<file path="config.mk">
export PLATFORM = sky130hd
export DESIGN_NAME = ebr_top
export DESIGN_NICKNAME = d
export VERILOG_FILES = /design/src/pkg/ebr_pkg.sv /design/src/design/ebr_swap.sv /design/src/design/ebr_top.sv
export SDC_FILE = /design/constraint.sdc
export NUM_CORES = 1
export LEC_CHECK = 0
export BUFFER_PORTS_ARGS = -buffer_cell sky130_fd_sc_hd__clkbuf_2
export CAP_MARGIN = 15
export CORE_ASPECT_RATIO = 0.5
export CORE_MARGIN = 1
export CORE_UTILIZATION = 44
export CTS_CLUSTER_SIZE = 10
export DETAILED_ROUTE_END_ITERATION = 7
export HOLD_SLACK_MARGIN = 0.12
export PLACE_DENSITY = 0.88
export SYNTH_ARGS = -nofsm -noshare
export SYNTH_HDL_FRONTEND = slang
export SYNTH_HIERARCHICAL = 1
export SYNTH_SLANG_ARGS = --single-unit
export TNS_END_PERCENT = 30
</file>
<file path="constraint.sdc">
create_clock -name ref_clk -period 0.8 [get_ports ref_clk]
set_input_delay 0.12 -clock ref_clk [delete_from_list [all_inputs] [get_ports ref_clk]]
set_output_delay 0.12 -clock ref_clk [all_outputs]
set_load 0.03 [all_outputs]
</file>
<file path="src/pkg/ebr_pkg.sv">
// Package for the endian byte reorder block.
// Assumes a single processor clock and a 32-bit data path.
package ebr_pkg;
    // ==========================================================
    // Access sizes
    typedef enum logic [1:0] {
        EBR_SZ_BYTE,
        EBR_SZ_HALF,
        EBR_SZ_WORD,
        EBR_SZ_DWORD
    } ebr_size_t;

    // ==========================================================
    // Endian attribute values
    localparam logic EBR_E_BIG    = 1'b0;
    localparam logic EBR_E_LITTLE = 1'b1;

    // ==========================================================
    // Widths and reset values
    localparam int   EBR_REGION_W   = 32;
    localparam int   EBR_REGION_IDX = 27;  // Top five address bits
    localparam logic [31:0] EBR_WORD_RST = 32'h0000_0000;

    // ==========================================================
    // Alignment masks on address bits 28:31 (lsb four bits)
    localparam logic [3:0] EBR_MASK_BYTE  = 4'h0;
    localparam logic [3:0] EBR_MASK_HALF  = 4'h1;
    localparam logic [3:0] EBR_MASK_WORD  = 4'h3;
    localparam logic [3:0] EBR_MASK_DWORD = 4'h7;
endpackage : ebr_pkg

</file>
<file path="src/design/ebr_swap.sv">
// Combinational byte swapper for one 32-bit lane.
// Assumes the caller gives the size and whether to reverse.
`timescale 1ns/1ps
module ebr_swap (
    input  wire logic              rev,
    input  wire ebr_pkg::ebr_size_t size,
    input  wire logic [31:0]       din,
    output logic      [31:0]       dout
);
    import ebr_pkg::*;

    // ==========================================================
    // Reversal by size; bytes pass, doublewords reverse like words (word lanes)
    always_comb begin
        dout = din;
        if (rev) begin
            case (size)
                EBR_SZ_HALF: dout = {din[31:16], din[7:0], din[15:8]};
                EBR_SZ_WORD: dout = {din[7:0], din[15:8],
                                     din[23:16], din[31:24]};
                EBR_SZ_DWORD: dout = {din[7:0], din[15:8],
                                      din[23:16], din[31:24]};
                default: dout = din;
            endcase
        end
    end
endmodule : ebr_swap

</file>
<file path="src/design/ebr_top.sv">
// Endian steering, fetch reversal, data reversal and alignment check.
// Assumes the translation lookup supplies the entry's endian bit and
// that the caches sit on either side of the registered outputs.
// Behaviour
// - Every access carries endian attribute, 1=little
// - Translation on: attribute from translation entry
// - Translation off: attribute from mapping register (code: only when both translate enables are off)
// - Little-endian never changes the access address
// - Little fetches reversed before instruction cache
// - Instruction cache words always big-endian
// - Data cache unreordered; swap at registers
// - Byte keep, halfword swap, word swap
// - Little-endian adds no alignment exceptions
// - Big-endian alignment faults also apply little
// - Big-endian: high register byte, low address
// - Byte-reverse ops invert register/address mapping
// - Aligned only when address multiple of length
// - Low nibble patterns xxxx xxx0 xx00 x000
// - Instruction words aligned four-byte items
// - Bit 0 most significant; 28:31 low bits
`timescale 1ns/1ps
module ebr_top (
    input  wire logic                  ref_clk,
    input  wire logic                  resetn,
    // Translation and mapping state
    input  wire logic                  instr_translate_enable,
    input  wire logic                  data_translate_enable,
    input  wire logic [31:0]           storage_le_map_reg,
    // Instruction fetch path, memory to instruction cache
    input  wire logic                  fetch_valid,
    input  wire logic [31:0]           fetch_addr,
    input  wire logic                  fetch_tlb_e,
    input  wire logic [31:0]           fetch_mem_word,
    output logic                       icache_fill_valid,
    output logic      [31:0]           icache_fill_addr,
    output logic      [31:0]           icache_fill_word,
    output logic                       icache_fill_e,
    output logic                       fetch_misaligned,
    // Data path, data cache and general registers
    input  wire logic                  data_valid,
    input  wire logic                  data_is_store,
    input  wire logic                  data_byte_rev,
    input  wire ebr_pkg::ebr_size_t    data_size,
    input  wire logic [31:0]           data_addr,
    input  wire logic                  data_tlb_e,
    input  wire logic [31:0]           dcache_rdata,
    input  wire logic [31:0]           general_register_wdata,
    output logic                       data_done,
    output logic      [31:0]           data_mem_addr,
    output logic      [31:0]           general_register_rdata,
    output logic      [31:0]           dcache_wdata,
    output logic                       data_e,
    output logic                       data_misaligned
);
    import ebr_pkg::*;

    // ==========================================================
    // Functions
    // Region index from address; bit 0 is the msb
    function automatic logic region_le(input logic [31:0] addr,
                                       input logic [31:0] map);
        logic [4:0] idx;
        idx = addr[31:EBR_REGION_IDX];
        region_le = map[5'd31 - idx];
    endfunction : region_le

    // Natural alignment on the four low address bits
    function automatic logic is_misaligned(input logic [31:0] addr,
                                           input ebr_size_t sz);
        logic [3:0] m;
        case (sz)
            EBR_SZ_BYTE: m = EBR_MASK_BYTE;
            EBR_SZ_HALF: m = EBR_MASK_HALF;
            EBR_SZ_WORD: m = EBR_MASK_WORD;
            default:     m = EBR_MASK_DWORD;
        endcase
        is_misaligned = |(addr[3:0] & m);
    endfunction : is_misaligned

    // ==========================================================
    // Endian attribute selection
    logic virt_mode;
    logic fetch_e;
    logic dat_e;
    assign virt_mode = instr_translate_enable | data_translate_enable;
    // Virtual mode uses entry bit, real mode the map
    assign fetch_e = virt_mode ? fetch_tlb_e
                               : region_le(fetch_addr, storage_le_map_reg);
    assign dat_e   = virt_mode ? data_tlb_e
                               : region_le(data_addr, storage_le_map_reg);

    // ==========================================================
    // Fetch path reversal
    logic [31:0] fetch_swapped;
    ebr_swap u_fetch_swap (
        .rev  (fetch_e == EBR_E_LITTLE),
        .size (EBR_SZ_WORD),
        .din  (fetch_mem_word),
        .dout (fetch_swapped)
    );

    // Fill register: cache only ever sees big-endian words
    always_ff @(posedge ref_clk or negedge resetn) begin
        if (!resetn) begin
            icache_fill_valid <= 1'b0;
            icache_fill_addr  <= EBR_WORD_RST;
            icache_fill_word  <= EBR_WORD_RST;
            icache_fill_e     <= EBR_E_BIG;
            fetch_misaligned  <= 1'b0;
        end else begin
            icache_fill_valid <= fetch_valid;
            if (fetch_valid) begin
                icache_fill_addr <= fetch_addr;
                icache_fill_word <= fetch_swapped;
                icache_fill_e    <= fetch_e;
                fetch_misaligned <= is_misaligned(fetch_addr,
                                                  EBR_SZ_WORD);
            end
        end
    end

    // ==========================================================
    // Data path reversal between data cache and registers
    logic data_rev;
    logic [31:0] load_swapped;
    logic [31:0] store_swapped;
    // Reverse bit XOR: byte-reverse ops flip the mapping
    assign data_rev = (dat_e == EBR_E_LITTLE) ^ data_byte_rev;

    ebr_swap u_load_swap (
        .rev  (data_rev),
        .size (data_size),
        .din  (dcache_rdata),
        .dout (load_swapped)
    );
    ebr_swap u_store_swap (
        .rev  (data_rev),
        .size (data_size),
        .din  (general_register_wdata),
        .dout (store_swapped)
    );

    // Data result register; cache side never reordered
    always_ff @(posedge ref_clk or negedge resetn) begin
        if (!resetn) begin
            data_done              <= 1'b0;
            data_mem_addr          <= EBR_WORD_RST;
            general_register_rdata <= EBR_WORD_RST;
            dcache_wdata           <= EBR_WORD_RST;
            data_e                 <= EBR_E_BIG;
        end else begin
            data_done <= data_valid;
            if (data_valid) begin
                data_mem_addr <= data_addr;
                data_e        <= dat_e;
                if (data_is_store)
                    dcache_wdata <= store_swapped;
                else
                    general_register_rdata <= load_swapped;
            end
        end
    end

    // Alignment ignores endianness entirely
    always_ff @(posedge ref_clk or negedge resetn) begin
        if (!resetn) begin
            data_misaligned <= 1'b0;
        end else if (data_valid) begin
            data_misaligned <= is_misaligned(data_addr, data_size);
        end
    end
endmodule : ebr_top

</file>
# Word-level counts from Yosys, hierarchy flattened
# Cells that the tools add are included.
totals:
  register_bits: 166
  inputBits: 204
  out_inout_bits: 166
  word_cells: 43
classes:
  add_sub_neg: 2
  magnitude_cmp: 2
  n_eq_ne: 3
  mux: 14
  bitwise_logic: 5
  n_reduce_logical: 6
op_table:
  columns: ["op", "count"]
  rows:
  - ["$pmux 32 s2", 2]
  - ["$mux 32", 3]
  - ["$lt 5x6->1 const B", 2]
  - ["$bmux 1 s5", 2]
  - ["$sub 5x5->5 const A", 2]
  - ["$pmux 3 s3", 1]
  - ["$and 4x4->4", 2]
  - ["$mux 4", 2]
  - ["$reduce_or 4->1", 2]
  - ["$eq 2x2->1 const B", 2]
  - ["$mux 1", 4]
  - ["$reduce_and 2->1", 2]
  - ["$eq 2x1->1 const B", 1]
  - ["$logic_not 2->1", 1]
  - ["$reduce_or 2->1", 1]
  - ["$not 1->1", 1]
  - ["$or 1x1->1", 1]
  - ["$xor 1x1->1", 1]

# Logic depth before layout (Yosys ltp)
depth:
  depth_word: 6
  depth_mapped: 14
  ltp_nobuf: 10

# Cells and area by module
# Netlist, hierarchy kept.
by_module_without_submodules:
  columns: ["module", "n_inst", "cells_per_inst", "area_each_um2", "seq_area_each_um2"]
  rows:
  - ["ebr_top", 1, 416, 6700.2, 4154.0]
  - ["ebr_swap", 3, 78, 611.8, 0.0]

# Worst setup path after synthesis
# OpenSTA, ideal clock, no wires.
synth_timing:
  kind: "input -> register"
  from: "in data_addr[27]"
  to: "reg general_register_rdata[31]"
  arrival_time_ps: 2485
  required_time_ps: 672
  setup_slack_ps: -1813
  cell_stages: 12
  cell_sequence: "buf_2 > mux2i_1 > a22o_1 > a2111oi_0 > a22oi_1 > a41o_1 > xnor2_1 > buf_4 > nand2_4 > buf_6 > mux2_4 > mux2_1"
synth_between:
  elab_chain_cells: 6
synth_lines:
  columns: ["element", "line_no", "rtl"]
  rows:
  - ["start, declared", "ebr_top.sv:44", "input wire logic [31:0] data_addr,"]
  - ["$sub 5x5->5", "ebr_top.sv:64", "region_le = map[5'd31 - idx];"]
  - ["$bmux 1 s5", "ebr_top.sv:64", null]
  - ["$mux 1 (implied by the code)", "ebr_top.sv:64", null]
  - ["$mux 1", "ebr_top.sv:89", "assign dat_e = virt_mode ? data_tlb_e"]
  - ["$xor 1x1->1", "ebr_top.sv:128", "assign data_rev = (dat_e == EBR_E_LITTLE) ^ data_byte_rev;"]
  - ["net data_rev", "ebr_top.sv:124", "logic data_rev;"]
  - ["$mux 32", "ebr_swap.sv:16", "if (rev) begin"]
  - ["net load_swapped[31]", "ebr_top.sv:125", "logic [31:0] load_swapped;"]
  - ["end signal, assigned", "ebr_top.sv:159", "general_register_rdata <= load_swapped;"]
  - ["end, declared", "ebr_top.sv:50", "output logic [31:0] general_register_rdata,"]
# The timed path passes the listed nets, and every way through them passes these cells. The select of a mux whose other input is x is not followed.
# A chain may end at the register's enable or synchronous reset.

# Worst setup path in the final report
layout_timing:
  from: "in data_addr[27]"
  to: "reg general_register_rdata[9]"
# Same word-level chain as after synthesis.

==> results_dict.tcl <==
set metrics [dict create \
    status "complete, but fails checks" \
    violations "setup timing" \
    synth_area_um2 8536 \
    routed_via_density 5.998 \
    synth_top_area_cell "dfrtp_1" \
    crit_arrival_ns 2.65 \
    dieArea_um2 19990 \
    period_share 2.943 \
    fin_nets 1376 \
    die_w_um 199.0 \
    ys_warn_count 6 \
    period_minus_slack_ns 2.354 \
    grt_first_pass_wirelength_um 52320 \
    portBuffers 369 \
    fin_ws_ns -1.554 \
    hpwl_um 20510 \
    yosysSeqAreaShare 0.4867 \
    dr.first_iter.drc_count 576 \
    fillers 825 \
    synthCells 650 \
    path_class "input port to flop" \
    finalSetupViolCount 294 \
    vdd_drop_max_v 0.001633 \
    final_cell_area_um2 15950 \
    ant_nets 0 \
    ff_latch_area_um2 4167 \
    cts.sinks 166 \
    endpoint_kind "flop" \
    coreArea_um2 18700 \
    yosys.area.top_type_share 0.4867 \
    h-tree-depth 4 \
    initial_core_util 0.4565 \
    grt_pass1_vias 9170 \
    cts_tree "built" \
    cts_buffers 17 \
    cts.path.max_buffers 2 \
    maxCapViolCount 0 \
    place_area_um2 11530 \
    antenna_found_initial 3 \
    die_y_um 100.5 \
    grt_start_max_net_pins 55 \
    syn_area_per_cell_um2 13.13 \
    io_pins 370 \
    ys_seq_elements 166 \
    leakagePower_nw 7.558 \
    drc 0 \
    synth_top_cells_by_area "dfrtp_1, mux2_1, mux2_4" \
    wire_per_inst_um 28.18 \
    wl_um 40780 \
    postCtsHoldBufs 61 \
    drtPass1Iterations 5 \
    globalRouteOverflowTotal 0 \
    post_route_cells_drive_above_1_share 0.7055 \
    row_count 35 \
    fmax_mhz 424.7 \
    worst_setup_path_start_kind "input port" \
    place_ws_ns -2.036 \
    grt_setup_unrepaired "yes" \
    grt_usage 0.3501 \
    cp_data_required_time_ns 1.09 \
    ys_types 37 \
    clock_latency_ns 0.41 \
    maxSlewViolCount 0 \
    vias 8679 \
    multi_input_area_um2 5326 \
    final_cell_mix "clkbuf_2, mux2_4, dfrtp_1" \
    power_density_nw_per_um2 2160 \
    syn_to_final_growth_pct 86.84 \
    final_common_cell "clkbuf_2" \
    hold_path_class "input port to flop" \
    cts_root_buf "clkbuf_16" \
    place_congestion 0.9357 \
    hold_viol 0 \
    worst-path-max-fanout 8 \
    finClkSkew_ns 0 \
    clk_pin_slew_worst_paths_ns 0.07 \
]
[layer usage]
layer  wire (µm)  GRT usage  part of all wire
met1       14110     0.3562              0.35
met2       20660     0.6498              0.51
met3        3089    0.07963             0.076
met4        2910     0.2367             0.071
met5           0          0                 0
[worst max-delay path, cell delays in order]
cell       delay [ns]
clkbuf_16        0.14
buf_12           0.13
mux2i_1          0.12
a22o_1           0.21
a2111oi_4        0.20
a22oi_1          0.11
a41o_1           0.27
xnor2_2          0.17
buf_12           0.16
buf_4            0.16
clkbuf_16        0.18
o22ai_2          0.25
a21oi_1          0.11
mux2_4           0.29
[what timing repair did]
action / CTS / global route
cloned: 5 / 6
gates resized for setup: 431 / 278
setup endpoints to repair: 272 / 305
setup buffers: 13 / 10
pin swaps: 24 / 31
endpoints found under the hold margin: 283 / 41
[logic make-up after synthesis]
| logic type | after synthesis | synth area share |
|---|---|---|
| AOI/OAI and AO/OA | 160 | 0.1114 |
| xor gates and xnor gates | 1 | 0.001026 |
| buffers and inverters | 53 | 0.03415 |
| DFF | 166 | 0.4867 |
| muxes | 237 | 0.3443 |
| other | 2 | 0.0008798 |
| and+or+nand+nor | 31 | 0.02155 |
[final timing paths]
path,start,endpoint,slack [ns],cells past startpoint
max,data_addr[27],general_register_rdata[9],-1.55,14
min reg2reg,data_mem_addr[7],data_mem_addr[7],0.52,1
max reg2reg,icache_fill_word[29],icache_fill_word[29],-0.16,1
min in group asynchronous,resetn,data_mem_addr[27],0.12,2
max in group asynchronous,resetn,icache_fill_word[29],0.08,3
min,dcache_rdata[23],general_register_rdata[23],0.09,3
[layout make-up]
cell class              count  share of cell area
inverters                   4           0.0009415
clock buffers              19             0.02840
multi-input cells         434              0.3340
clock inverters            13            0.008630
well taps                 259             0.02032
flip-flops and latches    166              0.2613
repair buffers            549              0.3460
diodes                      3           0.0004707
[through the flow]
stage	cells	setup TNS, ns	total power, mW	utilization	hold slack (ns)
finish	1447	-188.91	34.44	0.8529	0.09173
global route	1446	-195.54	35.34	0.8527	0.08111
CTS	1432	-178.96	31.40	0.7941	0.05007
detailed placement	1321	-195.84	19.87	0.6167	-0.04459
global placement	1321	-190.19	19.54	0.6167	-0.04533
floorplan	653	-140.46	16.35	-	-0.1756
[flip-flops by register name, indices dropped and copies added (netlist names)]
name and cells:
general_register_rdata 32, data_mem_addr 32, data_misaligned 1, dcache_wdata 32, icache_fill_e 1, icache_fill_valid 1
fetch_misaligned 1, data_done 1, icache_fill_word 32, icache_fill_addr 32, data_e 1
[Yosys cell counts (all sizes together)]
cell type,count
a22o,4
nor2,10
nand4b,1
clkbuf,12
o22ai,90
nand4,1
or3b,3
nand2b,1
a31oi,1
conb,2
dfrtp,166
xnor2,1
a21o,1
buf,37
a2111oi,1
mux2,209
a41o,1
o21a,3
a21oi,54
a22oi,1
nor2b,3
o21ai,4
inv,4
mux2i,18
mux4,10
nand2,11
and2,1
[report_power, final]
| group | switching (mW) | internal [mW] |
|---|---|---|
| Clock | 3.98 | 4.58 |
| Combinational | 6.94 | 7.68 |
| Sequential | 1.53 | 9.73 |
| Total | 12.5 | 22.0 |
(Power assumes the default switching activity.)
